### src/rtl/rtcc_pkg.sv
// constants for the rtc temperature compensation lookup block
package rtcc_pkg;
	// clock
	localparam int CLK_HZ = 20000000;
	localparam int SECOND_TIME_S = 1;
	localparam int SECOND_CYCLES = CLK_HZ * SECOND_TIME_S;
	localparam int NV_WRITE_TIME_NS = 1000;
	localparam int CLK_PERIOD_NS = 1000000000 / CLK_HZ;
	localparam int NV_WRITE_CYCLES = (NV_WRITE_TIME_NS + CLK_PERIOD_NS - 1) / CLK_PERIOD_NS;
	localparam logic [7:0] NV_WRITE_CNT = NV_WRITE_CYCLES[7:0];

	// register byte addresses
	localparam logic [15:0] ADDR_TEMP_HIGH = 16'h2881;
	localparam logic [15:0] ADDR_TEMP_LOW = 16'h2882;
	localparam logic [15:0] ADDR_TABLE_ADDR = 16'h2887;
	localparam logic [15:0] ADDR_TABLE_DATA = 16'h2888;
	localparam logic [15:0] ADDR_STROBES = 16'h2889;
	localparam logic [15:0] ADDR_RATE_P_HIGH = 16'h289b;
	localparam logic [15:0] ADDR_RATE_P_MID = 16'h289c;
	localparam logic [15:0] ADDR_RATE_P_LOW = 16'h289d;
	localparam logic [15:0] ADDR_COMP_CTRL = 16'h28a0;

	// field positions
	localparam int BIT_AUTO_INC = 7;
	localparam int BIT_READ_STROBE = 1;
	localparam int BIT_WRITE_STROBE = 0;
	localparam int BIT_COMP_ENABLE = 5;
	localparam int PERIOD_MSB = 2;

	// reset values
	localparam logic [6:0] TABLE_ADDR_RESET = 7'h00;
	localparam logic [7:0] TABLE_DATA_RESET = 8'h00;
	localparam logic [2:0] PERIOD_RESET = 3'h0;
	localparam logic [16:0] RATE_COARSE_RESET = 17'h10000;
	localparam logic [1:0] RATE_FINE_RESET = 2'h0;

	// compensation arithmetic
	localparam int TABLE_DEPTH = 128;
	localparam logic [18:0] RATE_NOMINAL = 19'h40000;
	localparam logic signed [8:0] INDEX_MIN = -9'sd64;
	localparam logic signed [8:0] INDEX_MAX = 9'sd63;

	// measurement period codes
	localparam logic [2:0] PERIOD_MANUAL = 3'h0;
	localparam logic [2:0] PERIOD_CONTINUOUS = 3'h7;
	localparam logic [3:0] PERIOD_EXP_BASE = 4'h3;

	typedef enum logic [2:0] {
		RTCC_IDLE = 3'b000,
		RTCC_SW_READ = 3'b001,
		RTCC_SW_WRITE = 3'b010,
		RTCC_COMP_FETCH = 3'b011,
		RTCC_COMP_SUM = 3'b100
	} rtcc_state_t;
endpackage

### src/rtl/rtcc_lookup.sv
// rtc crystal temperature compensation: lookup table, indexer and rate-adjust loader
//
// The address-and-strobe port is this design's own decision.
`timescale 1ns/1ps
`default_nettype none

// Operation
// - measurements are scheduled by hardware alone, in any power state or core halt
// - with enable set, rate fields update after every measurement; otherwise never
// - table is 128 bytes of private storage, reachable only through registers
// - index is the 11-bit signed temperature shifted right arithmetically by two
// - shifted index is clamped to the range -64 to +63
// - clamped index in two's complement addresses the 128 locations directly
// - sign-extended table byte plus 0x40000 gives a 19-bit rate value
// - upper 17 bits load the coarse field, lower 2 bits the fine field
// - temperature shows as high byte plus three bits at top of next byte
// - 7-bit table address register, reset zero, selects software access location
// - 8-bit table data register, reset zero, carries software read or write byte
// - read and write strobes stay set until the access completes, then self-clear
// - with auto-increment set, address advances by one after each strobe access
// - with auto-increment clear, address keeps its value after each access
// - read strobe copies the addressed table byte into the data register
// - coarse and fine fields reset to 0x10000 and zero, meaning no adjustment
// - a new rate value takes effect at the next one-second boundary
// - period code: 0 manual, 1 to 6 gives 2^(3+code) seconds, 7 continuous
module rtcc_lookup #(
	parameter int SECOND_CYCLES = rtcc_pkg::SECOND_CYCLES
) (
	input wire logic clk_i,
	input wire logic reset_i,
	input wire logic [15:0] reg_addr_i,
	input wire logic [7:0] reg_wdata_i,
	input wire logic reg_write_i,
	input wire logic reg_read_i,
	output logic [7:0] reg_rdata_o,
	input wire logic [10:0] temperature_result_i,
	input wire logic meas_done_i,
	output logic meas_start_o,
	output logic [16:0] rate_coarse_o,
	output logic [1:0] rate_fine_o,
	output logic second_tick_o
);
	import rtcc_pkg::*;

	// non-volatile store: no reset, contents survive a reset
	logic [7:0] table_mem [TABLE_DEPTH];
	logic [6:0] table_address;
	logic table_auto_increment;
	logic [7:0] table_data_byte;
	logic table_read_strobe;
	logic table_write_strobe;
	logic comp_enable;
	logic [2:0] meas_period;
	logic [10:0] temperature_result;
	logic [16:0] pend_coarse;
	logic [1:0] pend_fine;
	logic pend_valid;
	logic comp_pending;
	logic meas_busy;
	logic [24:0] sec_count;
	logic [9:0] period_count;
	rtcc_state_t state;
	rtcc_state_t next_state;
	logic [6:0] op_addr;
	logic [6:0] comp_index;
	logic [7:0] fetched;
	logic [7:0] wait_count;
	logic sec_tick;
	logic sw_done;
	logic hw_read_done;
	logic meas_due;
	logic [18:0] comp_sum;
	logic [7:0] op_data;

	// shift then limit; shift keeps sign so negative temperatures index the top half
	function automatic logic [6:0] temp_to_index(input logic [10:0] t);
		logic signed [8:0] shifted;
		logic signed [8:0] limited;
		shifted = 9'($signed(t) >>> 2);
		if (shifted < INDEX_MIN) begin
			limited = INDEX_MIN;
		end else if (shifted > INDEX_MAX) begin
			limited = INDEX_MAX;
		end else begin
			limited = shifted;
		end
		temp_to_index = limited[6:0];
	endfunction

	function automatic logic [18:0] rate_sum(input logic [7:0] entry);
		rate_sum = RATE_NOMINAL + {{11{entry[7]}}, entry};
	endfunction

	// seconds from code: 2^(3+code), codes 1..6
	function automatic logic [9:0] period_seconds(input logic [2:0] code);
		logic [3:0] exp;
		exp = PERIOD_EXP_BASE + {1'b0, code};
		period_seconds = 10'(10'h001 << exp);
	endfunction

	// nv write ends when the settle count has run out
	function automatic logic write_finished(input rtcc_state_t s, input logic [7:0] w);
		write_finished = (s == RTCC_SW_WRITE) && (w == 8'h00);
	endfunction

	wire reg_wr_addr = reg_write_i && (reg_addr_i == ADDR_TABLE_ADDR);
	wire reg_wr_data = reg_write_i && (reg_addr_i == ADDR_TABLE_DATA);
	wire reg_wr_strobe = reg_write_i && (reg_addr_i == ADDR_STROBES);
	wire reg_wr_ctrl = reg_write_i && (reg_addr_i == ADDR_COMP_CTRL);

	// one-second boundary
	always_ff @(posedge clk_i) begin
		if (reset_i) begin
			sec_count <= '0;
		end else if (sec_count == 25'(SECOND_CYCLES - 1)) begin
			sec_count <= '0;
		end else begin
			sec_count <= sec_count + 25'h0000001;
		end
	end
	assign sec_tick = (sec_count == 25'(SECOND_CYCLES - 1));

	always_ff @(posedge clk_i) begin
		if (reset_i) begin
			second_tick_o <= 1'b0;
		end else begin
			second_tick_o <= sec_tick;
		end
	end

	// measurement scheduling never looks at processor or power state
	always_ff @(posedge clk_i) begin
		if (reset_i || meas_period == PERIOD_MANUAL) begin
			period_count <= '0;
		end else if (sec_tick) begin
			if (period_count >= period_seconds(meas_period) - 10'h001) begin
				period_count <= '0;
			end else begin
				period_count <= period_count + 10'h001;
			end
		end
	end

	always_comb begin
		meas_due = 1'b0;
		if (meas_period == PERIOD_CONTINUOUS) begin
			meas_due = !meas_busy;
		end else if (meas_period != PERIOD_MANUAL && sec_tick) begin
			meas_due = !meas_busy && (period_count >= period_seconds(meas_period) - 10'h001);
		end
	end

	always_ff @(posedge clk_i) begin
		if (reset_i) begin
			meas_start_o <= 1'b0;
			meas_busy <= 1'b0;
		end else begin
			meas_start_o <= meas_due;
			if (meas_due) begin
				meas_busy <= 1'b1;
			end else if (meas_done_i) begin
				meas_busy <= 1'b0;
			end
		end
	end

	// temperature result captured on each completed measurement
	always_ff @(posedge clk_i) begin
		if (reset_i) begin
			temperature_result <= '0;
		end else if (meas_done_i) begin
			temperature_result <= temperature_result_i;
		end
	end

	// control register: enable and period
	always_ff @(posedge clk_i) begin
		if (reset_i) begin
			comp_enable <= 1'b0;
			meas_period <= PERIOD_RESET;
		end else if (reg_wr_ctrl) begin
			comp_enable <= reg_wdata_i[BIT_COMP_ENABLE];
			meas_period <= reg_wdata_i[PERIOD_MSB:0];
		end
	end

	// lookup request; a new measurement wins over the clear of the previous one
	always_ff @(posedge clk_i) begin
		if (reset_i) begin
			comp_pending <= 1'b0;
		end else begin
			if (state == RTCC_IDLE && comp_pending) begin
				comp_pending <= 1'b0;
			end
			if (meas_done_i && comp_enable) begin
				comp_pending <= 1'b1;
			end
		end
	end

	// access engine: compensation has priority, software waits a few cycles at most
	always_comb begin
		next_state = state;
		case (state)
			RTCC_IDLE: begin
				if (comp_pending) begin
					next_state = RTCC_COMP_FETCH;
				end else if (table_read_strobe) begin
					next_state = RTCC_SW_READ;
				end else if (table_write_strobe) begin
					next_state = RTCC_SW_WRITE;
				end
			end
			RTCC_SW_READ: next_state = RTCC_IDLE;
			RTCC_SW_WRITE: begin
				if (wait_count == 8'h00) begin
					next_state = RTCC_IDLE;
				end
			end
			RTCC_COMP_FETCH: next_state = RTCC_COMP_SUM;
			RTCC_COMP_SUM: next_state = RTCC_IDLE;
			default: next_state = RTCC_IDLE;
		endcase
	end

	always_ff @(posedge clk_i) begin
		if (reset_i) begin
			state <= RTCC_IDLE;
		end else begin
			state <= next_state;
		end
	end

	// address and index latched at start so software writes mid-access are harmless
	// the data byte too, so a rewrite of the data register cannot alter a write in flight
	always_ff @(posedge clk_i) begin
		if (reset_i) begin
			op_addr <= '0;
			op_data <= '0;
			comp_index <= '0;
			wait_count <= '0;
		end else if (state == RTCC_IDLE) begin
			op_addr <= table_address;
			op_data <= table_data_byte;
			comp_index <= temp_to_index(temperature_result);
			wait_count <= NV_WRITE_CNT - 8'h01;
		end else if (wait_count != 8'h00) begin
			wait_count <= wait_count - 8'h01;
		end
	end

	assign sw_done = (state == RTCC_SW_READ)
		|| write_finished(state, wait_count);
	assign hw_read_done = (state == RTCC_SW_READ);

	// one adder feeds both fields so they can never come from different entries
	assign comp_sum = rate_sum(fetched);

	// table store, written only by the engine
	always_ff @(posedge clk_i) begin
		if (write_finished(state, wait_count)) begin
			table_mem[op_addr] <= op_data;
		end
	end

	always_ff @(posedge clk_i) begin
		if (reset_i) begin
			fetched <= '0;
		end else if (state == RTCC_COMP_FETCH) begin
			fetched <= table_mem[comp_index];
		end
	end

	// strobes: software sets, hardware clears on completion; a set wins
	always_ff @(posedge clk_i) begin
		if (reset_i) begin
			table_read_strobe <= 1'b0;
			table_write_strobe <= 1'b0;
		end else begin
			if (state == RTCC_SW_READ) begin
				table_read_strobe <= 1'b0;
			end
			if (write_finished(state, wait_count)) begin
				table_write_strobe <= 1'b0;
			end
			if (reg_wr_strobe && reg_wdata_i[BIT_READ_STROBE]) begin
				table_read_strobe <= 1'b1;
			end
			if (reg_wr_strobe && reg_wdata_i[BIT_WRITE_STROBE]) begin
				table_write_strobe <= 1'b1;
			end
		end
	end

	// address register; a software write in the completing cycle wins
	always_ff @(posedge clk_i) begin
		if (reset_i) begin
			table_address <= TABLE_ADDR_RESET;
			table_auto_increment <= 1'b0;
		end else if (reg_wr_addr) begin
			table_address <= reg_wdata_i[6:0];
			table_auto_increment <= reg_wdata_i[BIT_AUTO_INC];
		end else if (sw_done && table_auto_increment) begin
			table_address <= table_address + 7'h01;
		end
		// with auto-increment clear the address simply holds
	end

	// data register; the table byte from a read wins over a software write
	always_ff @(posedge clk_i) begin
		if (reset_i) begin
			table_data_byte <= TABLE_DATA_RESET;
		end else if (hw_read_done) begin
			table_data_byte <= table_mem[op_addr];
		end else if (reg_wr_data) begin
			table_data_byte <= reg_wdata_i;
		end
	end

	// computed value waits for the next second boundary
	always_ff @(posedge clk_i) begin
		if (reset_i) begin
			pend_coarse <= RATE_COARSE_RESET;
			pend_fine <= RATE_FINE_RESET;
			pend_valid <= 1'b0;
		end else begin
			if (sec_tick) begin
				pend_valid <= 1'b0;
			end
			// last lookup before a boundary wins; earlier ones in that second are dropped
			if (state == RTCC_COMP_SUM) begin
				pend_coarse <= comp_sum[18:2];
				pend_fine <= comp_sum[1:0];
				pend_valid <= 1'b1;
			end
		end
	end

	always_ff @(posedge clk_i) begin
		if (reset_i) begin
			rate_coarse_o <= RATE_COARSE_RESET;
			rate_fine_o <= RATE_FINE_RESET;
		end else if (sec_tick && pend_valid) begin
			rate_coarse_o <= pend_coarse;
			rate_fine_o <= pend_fine;
		end
	end

	// register read port, data one cycle after the strobe; unmapped reads zero
	always_ff @(posedge clk_i) begin
		if (reset_i) begin
			reg_rdata_o <= 8'h00;
		end else if (reg_read_i) begin
			case (reg_addr_i)
				ADDR_TEMP_HIGH: reg_rdata_o <= temperature_result[10:3];
				ADDR_TEMP_LOW: reg_rdata_o <= {temperature_result[2:0], 5'h00};
				ADDR_TABLE_ADDR: reg_rdata_o <= {table_auto_increment, table_address};
				ADDR_TABLE_DATA: reg_rdata_o <= table_data_byte;
				ADDR_STROBES: reg_rdata_o <= {6'h00, table_read_strobe, table_write_strobe};
				ADDR_RATE_P_HIGH: reg_rdata_o <= {5'h00, rate_coarse_o[16:14]};
				ADDR_RATE_P_MID: reg_rdata_o <= rate_coarse_o[13:6];
				ADDR_RATE_P_LOW: reg_rdata_o <= {rate_coarse_o[5:0], rate_fine_o};
				ADDR_COMP_CTRL: reg_rdata_o <= {2'h0, comp_enable, 2'h0, meas_period};
				default: reg_rdata_o <= 8'h00;
			endcase
		end else begin
			reg_rdata_o <= 8'h00;
		end
	end
endmodule

`default_nettype wire

### config.mk
export PLATFORM = sky130hd
export DESIGN_NAME = rtcc_lookup
export DESIGN_NICKNAME = d
export VERILOG_FILES = /design/src/rtl/rtcc_pkg.sv /design/src/rtl/rtcc_lookup.sv
export SDC_FILE = /design/constraint.sdc
export NUM_CORES = 2
export LEC_CHECK = 0
export BUFFER_PORTS_ARGS = -buffer_cell sky130_fd_sc_hd__clkbuf_2
export CORE_MARGIN = 4
export CORE_UTILIZATION = 54
export DETAILED_ROUTE_END_ITERATION = 6
export PLACE_DENSITY = 0.69
export SLEW_MARGIN = 10
export SYNTH_ARGS = -nofsm -noshare
export SYNTH_HDL_FRONTEND = slang
export SYNTH_SLANG_ARGS = --single-unit
### constraint.sdc
create_clock -name clk_i -period 2.54 [get_ports clk_i]
set_input_delay 0 -clock clk_i [delete_from_list [all_inputs] [get_ports clk_i]]
set_output_delay 0 -clock clk_i [all_outputs]
set_load 0.01 [all_outputs]
== Word-level counts from Yosys, hierarchy flattened ==
Memories as Yosys holds them, arrays and structs flattened. A register that Yosys moved wholly into a read port is not among the register bits.
Index checks and enable logic that the tools add are counted.

* Bitwise logic cells: 1
* Shift-type cells: 1
* Equal/unequal tests: 17
* Reduce and logical (&&, ||, !) cells: 33
* Magnitude comparators: 3
* Multiplexer cells: 31
* Div/mod/pow operators: 0
* $add $sub $neg: 7
* Multipliers: 0

{| class="wikitable"
|+ Operator list
! operator !! count
|-
| 16-bit by 14-bit equality test with 1-bit output (second input constant) || 9
|-
| 8-bit one-hot mux with 9 select lines || 1
|-
| 7-bit two-way mux || 6
|-
| 25-bit by 1-bit adder with 25-bit output (second input constant) || 1
|-
| 25-bit equality test (second input constant) || 1
|-
| 19-bit adder (first input constant) || 1
|-
| 8-bit two-way mux || 2
|-
| 2-bit nonzero test || 8
|-
| 1-bit two-way mux || 14
|-
| 1-bit logical AND || 13
|-
| 3-bit two-way mux || 4
|-
| 10-bit by 1-bit adder with 10-bit output (second input constant) || 1
|-
| 10-bit greater-or-equal comparator || 1
|-
| 10-bit two-way mux || 1
|-
| 5-bit two-way mux || 2
|-
| 1-bit by 4-bit left shift with 10-bit output (first input constant) || 1
|-
| 10-bit by 1-bit subtractor with 10-bit output (second input constant) || 1
|-
| 9-bit by 7-bit greater-than comparator with 1-bit output (second input constant) || 1
|-
| 9-bit by 7-bit < comparator with 1-bit output (second input constant) || 1
|-
| 3-bit one-hot mux with 3 select lines || 1
|-
| 8-bit zero test || 1
|-
| 8-bit nonzero test || 1
|-
| 8-bit by 1-bit subtractor with 8-bit output (second input constant) || 1
|-
| 7-bit by 1-bit adder with 7-bit output (second input constant) || 1
|-
| other kinds (13) || 19
|}

* Input bits: 40
* Output and inout bits: 29
* Memories kept: 1
* Bits in writable memories: 1024
* Flip-flop bits (word level): 152
* Memory bits (read-only): 0
* Logic and storage cells: 120
* Latch bits: 0

{| class="wikitable"
|+ Memory list
! memory !! words !! bits a word !! read ports !! clocked after memory_dff !! write ports !! line !! text
|-
| table_mem || 128 || 8 || 2 || 2 || 1 || rtcc_lookup.sv:46 || <nowiki>logic [7:0] table_mem [TABLE_DEPTH];</nowiki>
|}

== Depth between registers and ports, before layout ==
* Depth after elaboration: 8
* Depth in mapped cells: 11
* Depth with buffers taken out: 9

== Least setup slack after synthesis ==
Ideal clock, no wire load.

* Path kind: reg-to-reg
* Start: register wait_count[2]
* End: memory table_mem[74][0] (enable)
* Library setup time: 0.370 ns
* Buffers on the path: 1
* Stages on the path, launching flop included: 8
* Required time: 2.170 ns
* Path slack: -0.068 ns
* Clock period less this slack: 2.608 ns
* Arrival time: 2.238 ns
* Path through: dfxtp_1 > or4_4 > nor3_2 > nand3_1 > nor2_2 > nand2_1 > buf_2 > nor2_1

* Cells in the longest elaborated chain, start to end: 4

{| class="wikitable"
|+ Ends and longest elaborated chain
! element !! line !! text
|-
| start: declaration || rtcc_lookup.sv:67 || <nowiki>logic [7:0] wait_count;</nowiki>
|-
| start signal: assignment || rtcc_lookup.sv:246 || <nowiki>wait_count <= NV_WRITE_CNT - 8'h01;</nowiki>
|-
| start signal: assignment || rtcc_lookup.sv:248 || <nowiki>wait_count <= wait_count - 8'h01;</nowiki>
|-
| 8-bit zero test || rtcc_lookup.sv:103 || <nowiki>write_finished = (s == RTCC_SW_WRITE) && (w == 8'h00);</nowiki>
|-
| 1-bit logical AND || rtcc_lookup.sv:103 ||
|-
| 1-bit two-way mux || rtcc_lookup.sv:261 || <nowiki>if (write_finished(state, wait_count)) begin</nowiki>
|-
| 1-bit two-way mux (implied by the code) || rtcc_lookup.sv:262 || <nowiki>table_mem[op_addr] <= op_data;</nowiki>
|-
| end: declaration || rtcc_lookup.sv:46 ||
|}

Every way passes these cells.

==> metrics.md <==
| Metric | Value |
|---|---|
| Outcome | `complete, but fails checks` |
| Failing checks | `negative setup slack` |
| Routed Antenna Nets | `0` |
| Inserted Clock Buffers | `120` |
| CP Class | `register to register` |
| Worst Hold Class | `primary input to register` |
| Max VDD drop | `0.577 mV` |
| Slowest cell on crit path | `mux4_2` |
| Grt ovf | `0` |
| Final hold viol count | `0` |
| Minimum clock period | `2.67 ns` |
| Measured slew at the worst slew-check pin | `1.00 ns` |
| Fill count | `6338` |
| Worst reg2reg path depth | `10` |
| Pleak | `21.4 nW` |
| Worst EP arrival | `3.28 ns` |
| Root Driver | `clkbuf_16` |
| Post-synthesis async set-or-reset flop share | `0%` |
| Post-synthesis cell type count | `75` |
| TritonRoute pass-1 iters | `6` |
| Setup slack after layout | `-0.133 ns` |
| Mapped Area | `54100 um^2` |
| First-pass GRT wire length | `235000 um` |
| Die area | `105000 um^2` |
| Clock Pin Slew Worst Setup and Hold Paths | `0.06 ns` |
| Largest family of logic cells by synthesized area | `multiplexers` |
| CTS H-tree depth | `3` |
| Die extent in y | `324 um` |
| Initial Util | `54.7%` |
| Period utilization | `105%` |
| Hold Crit Start | `reg_addr_i[0]` |
| R2r startpoint | `comp_index[0]` |
| CTS tree | `done` |
| Xor-xnor portion of the synthesized cell area | `0.729%` |
| Mux cell area share after synthesis | `24.4%` |
| RSZ-0062 raised after global routing | `true` |
| Commonest cells in the synthesized netlist | `edfxtp_1 (1024), mux4_2 (537), nor2_1 (231)` |
| Critical path depth | `10` |
| Power Density | `617 nW/um^2` |
| Count leader, synth | `edfxtp_1` |
| Post-synth EDFFs | `1024` |
| Top cells by area, synth | `edfxtp_1 (57%), mux4_2 (22%), dfxtp_1 (5.4%)` |
| Syn Inst Count | `3064` |
| Startpoint types | `register` |
| Fin. max-slew vios | `0` |
| Tot GR Track Use | `30.2%` |
| Post-Route WL | `161000 um` |
| Final setup viols | `12` |
| Max incr delay on CP | `0.58 ns` |
| Post-synthesis simple-gate area fraction | `5.60%` |
| Overall via count from detail_route | `34600` |
| Area leader, netlist | `edfxtp_1` |
| Setup TNS | `-0.773 ns` |
| Ratio of cells with drive above 1 in the final layout | `41.5%` |
| DRC | `0` |
| # rows | `115` |
| Synth Area in Adders | `0.370%` |
| Final Skew | `0.0363 ns` |
| WHS Path Cells | `4` |
| Dpl hpwl | `106000 um` |
| CP bufs+invs | `4` |
| Initial antenna violation count | `3` |
| Warnings from Yosys | `0` |
| Initial drt markers | `4703` |
| I/O pins | `69` |
| Syn_area_per_cell | `17.6 um^2` |
| CP startpoint | `comp_index[0]` |
| Rel. slew slack | `33.1%` |
| Final core occ | `66.7%` |
| Post-synthesis sequential area ratio | `62.3%` |
| Worst-skew pair later-pin latency | `0.72 ns` |
| Crit path max-delay family | `multiplexers` |
| Synth top area share | `56.9%` |
| Compound-cell area share of the yosys netlist | `4.18%` |
| Die W | `324 um` |
| Gpl congestion | `0.972` |
| Vias in the first global route | `34800` |
| Max Cap Viol | `0` |
| Yosys reg bits | `1171` |
| Crit-path cells | `buf_12, buf_4, buf_12, mux4_2, mux4_2, nand3_2, o2111ai_2, a311oi_2, buf_4, nor3_2` |
| # diodes | `0` |
| Vias per std cell | `6.93` |
| Clk sinks | `1171` |
| Avg WL per Cell | `32.2 um` |
| CP required | `3.14 ns` |
| Area Growth Syn to Fin | `21.9%` |
| CP Capture Type | `register` |
| IO Port Bufs | `68` |
| Largest net degree at the start of global routing | `130` |
| Worst-path fanout max | `8` |
| Core ar. | `98900 um^2` |
| CTS Buffer Depth | `3` |
| Max Freq | `374 MHz` |
| Main synth FF type | `edfxtp_1` |
| Final Net Count | `3658` |
## worst register-to-register path: stages (launching register included)
cell and delay (ns):
dfxtp_4 0.37, buf_12 0.15, buf_4 0.14, buf_12 0.13, mux4_2 0.53, mux4_2 0.58, nand3_2 0.12, o2111ai_2 0.12
a311oi_2 0.21, buf_4 0.18, nor3_2 0.04
## report_power, final
part | internal (mW) | switching (mW)
clock network | 10.2 | 7.38
logic | 1.25 | 1.13
registers | 20.6 | 0.0828
## area by class of cell
type                       instances  area [um^2]  share of cell area (%)
inverter                          15         56.3                  0.0854
clock buffer                     159         3390                    5.14
sequential                      1171        33700                    51.2
multi-input combinational       1649        20000                    30.4
timing repair buffer             645         6540                    9.91
tap                             1287         1610                    2.44
clock inverter                    63          546                   0.828
## cells by family (layout without fill, tap and decap cells)
kind of cell / count (synthesis) / in the layout
flops: 1171 / 1171
fa+ha+maj: 16 / 16
other cells: 1 / 3
mux: 641 / 641
simple gates: 628 / 628
compound gates: 316 / 316
buf+inv: 246 / 882
xor+xnor: 45 / 45
## registers in the layout (all words and copies together) (netlist names), 8 cells and up, named ones only
register and flops:
reg_rdata_o 8, table_data_byte 8, op_data 8, fetched 8, sec_count 25, table_mem 1024, temperature_result 11, period_count 10
wait_count 8
## per-stage QoR
step	worst slack (ns)	instances	hold slack, ns	power [mW]	instance area [um^2]
final	-0.133	4989	0.0805	40.7	65900
after global routing	-0.193	4989	0.0836	41.8	65900
after floorplan	-0.0681	3066	0.147	22.4	54100
after detailed placement	-0.601	4623	0.249	23.2	58900
after CTS	-0.0867	4972	0.0222	40.8	65100
after global placement	-0.517	4623	0.235	23.1	58900
## layout by cell type (no fill, tap or decap), types with 18 or more instances in the layout
master,instances
mux2_2,37
nand4_1,25
buf_12,65
nand3_1,44
nand2_1,159
clkinv_1,26
buf_6,75
a21oi_1,60
nor2_2,39
o22ai_1,24
dlygate4sd3_1,65
edfxtp_1,1024
a22oi_1,48
clkbuf_1,24
a221oi_1,18
nor2_1,186
clkbuf_2,65
nor3_1,22
clkinv_2,20
buf_4,339
xor2_1,22
nor2b_1,25
mux2i_1,67
clkbuf_16,130
dfxtp_1,131
xnor2_1,23
mux4_2,537
## layer usage
metal | share of wire (%) | global-route usage [%]
met5 | 0.0050 | 0
met4 | 4.2 | 11.1
met3 | 12 | 7.37
met2 | 47 | 46.9
met1 | 37 | 42.3
## repair_timing
action	CTS	global route
pin swaps	43	37
hold endpoints to repair	66	0
resized for setup	147	165
hold buffers	67	0
buffers inserted	49	20
setup endpoints to repair	525	818
gates cloned	15	3
## final timing paths
check                                       to  slack [ns]
worst max-delay path                fetched[5]       -0.13
worst min-delay path            reg_rdata_o[0]        0.08
worst max register to register      fetched[5]       -0.13
worst min register to register    sec_count[0]        0.44
(Power assumes the default switching activity.)
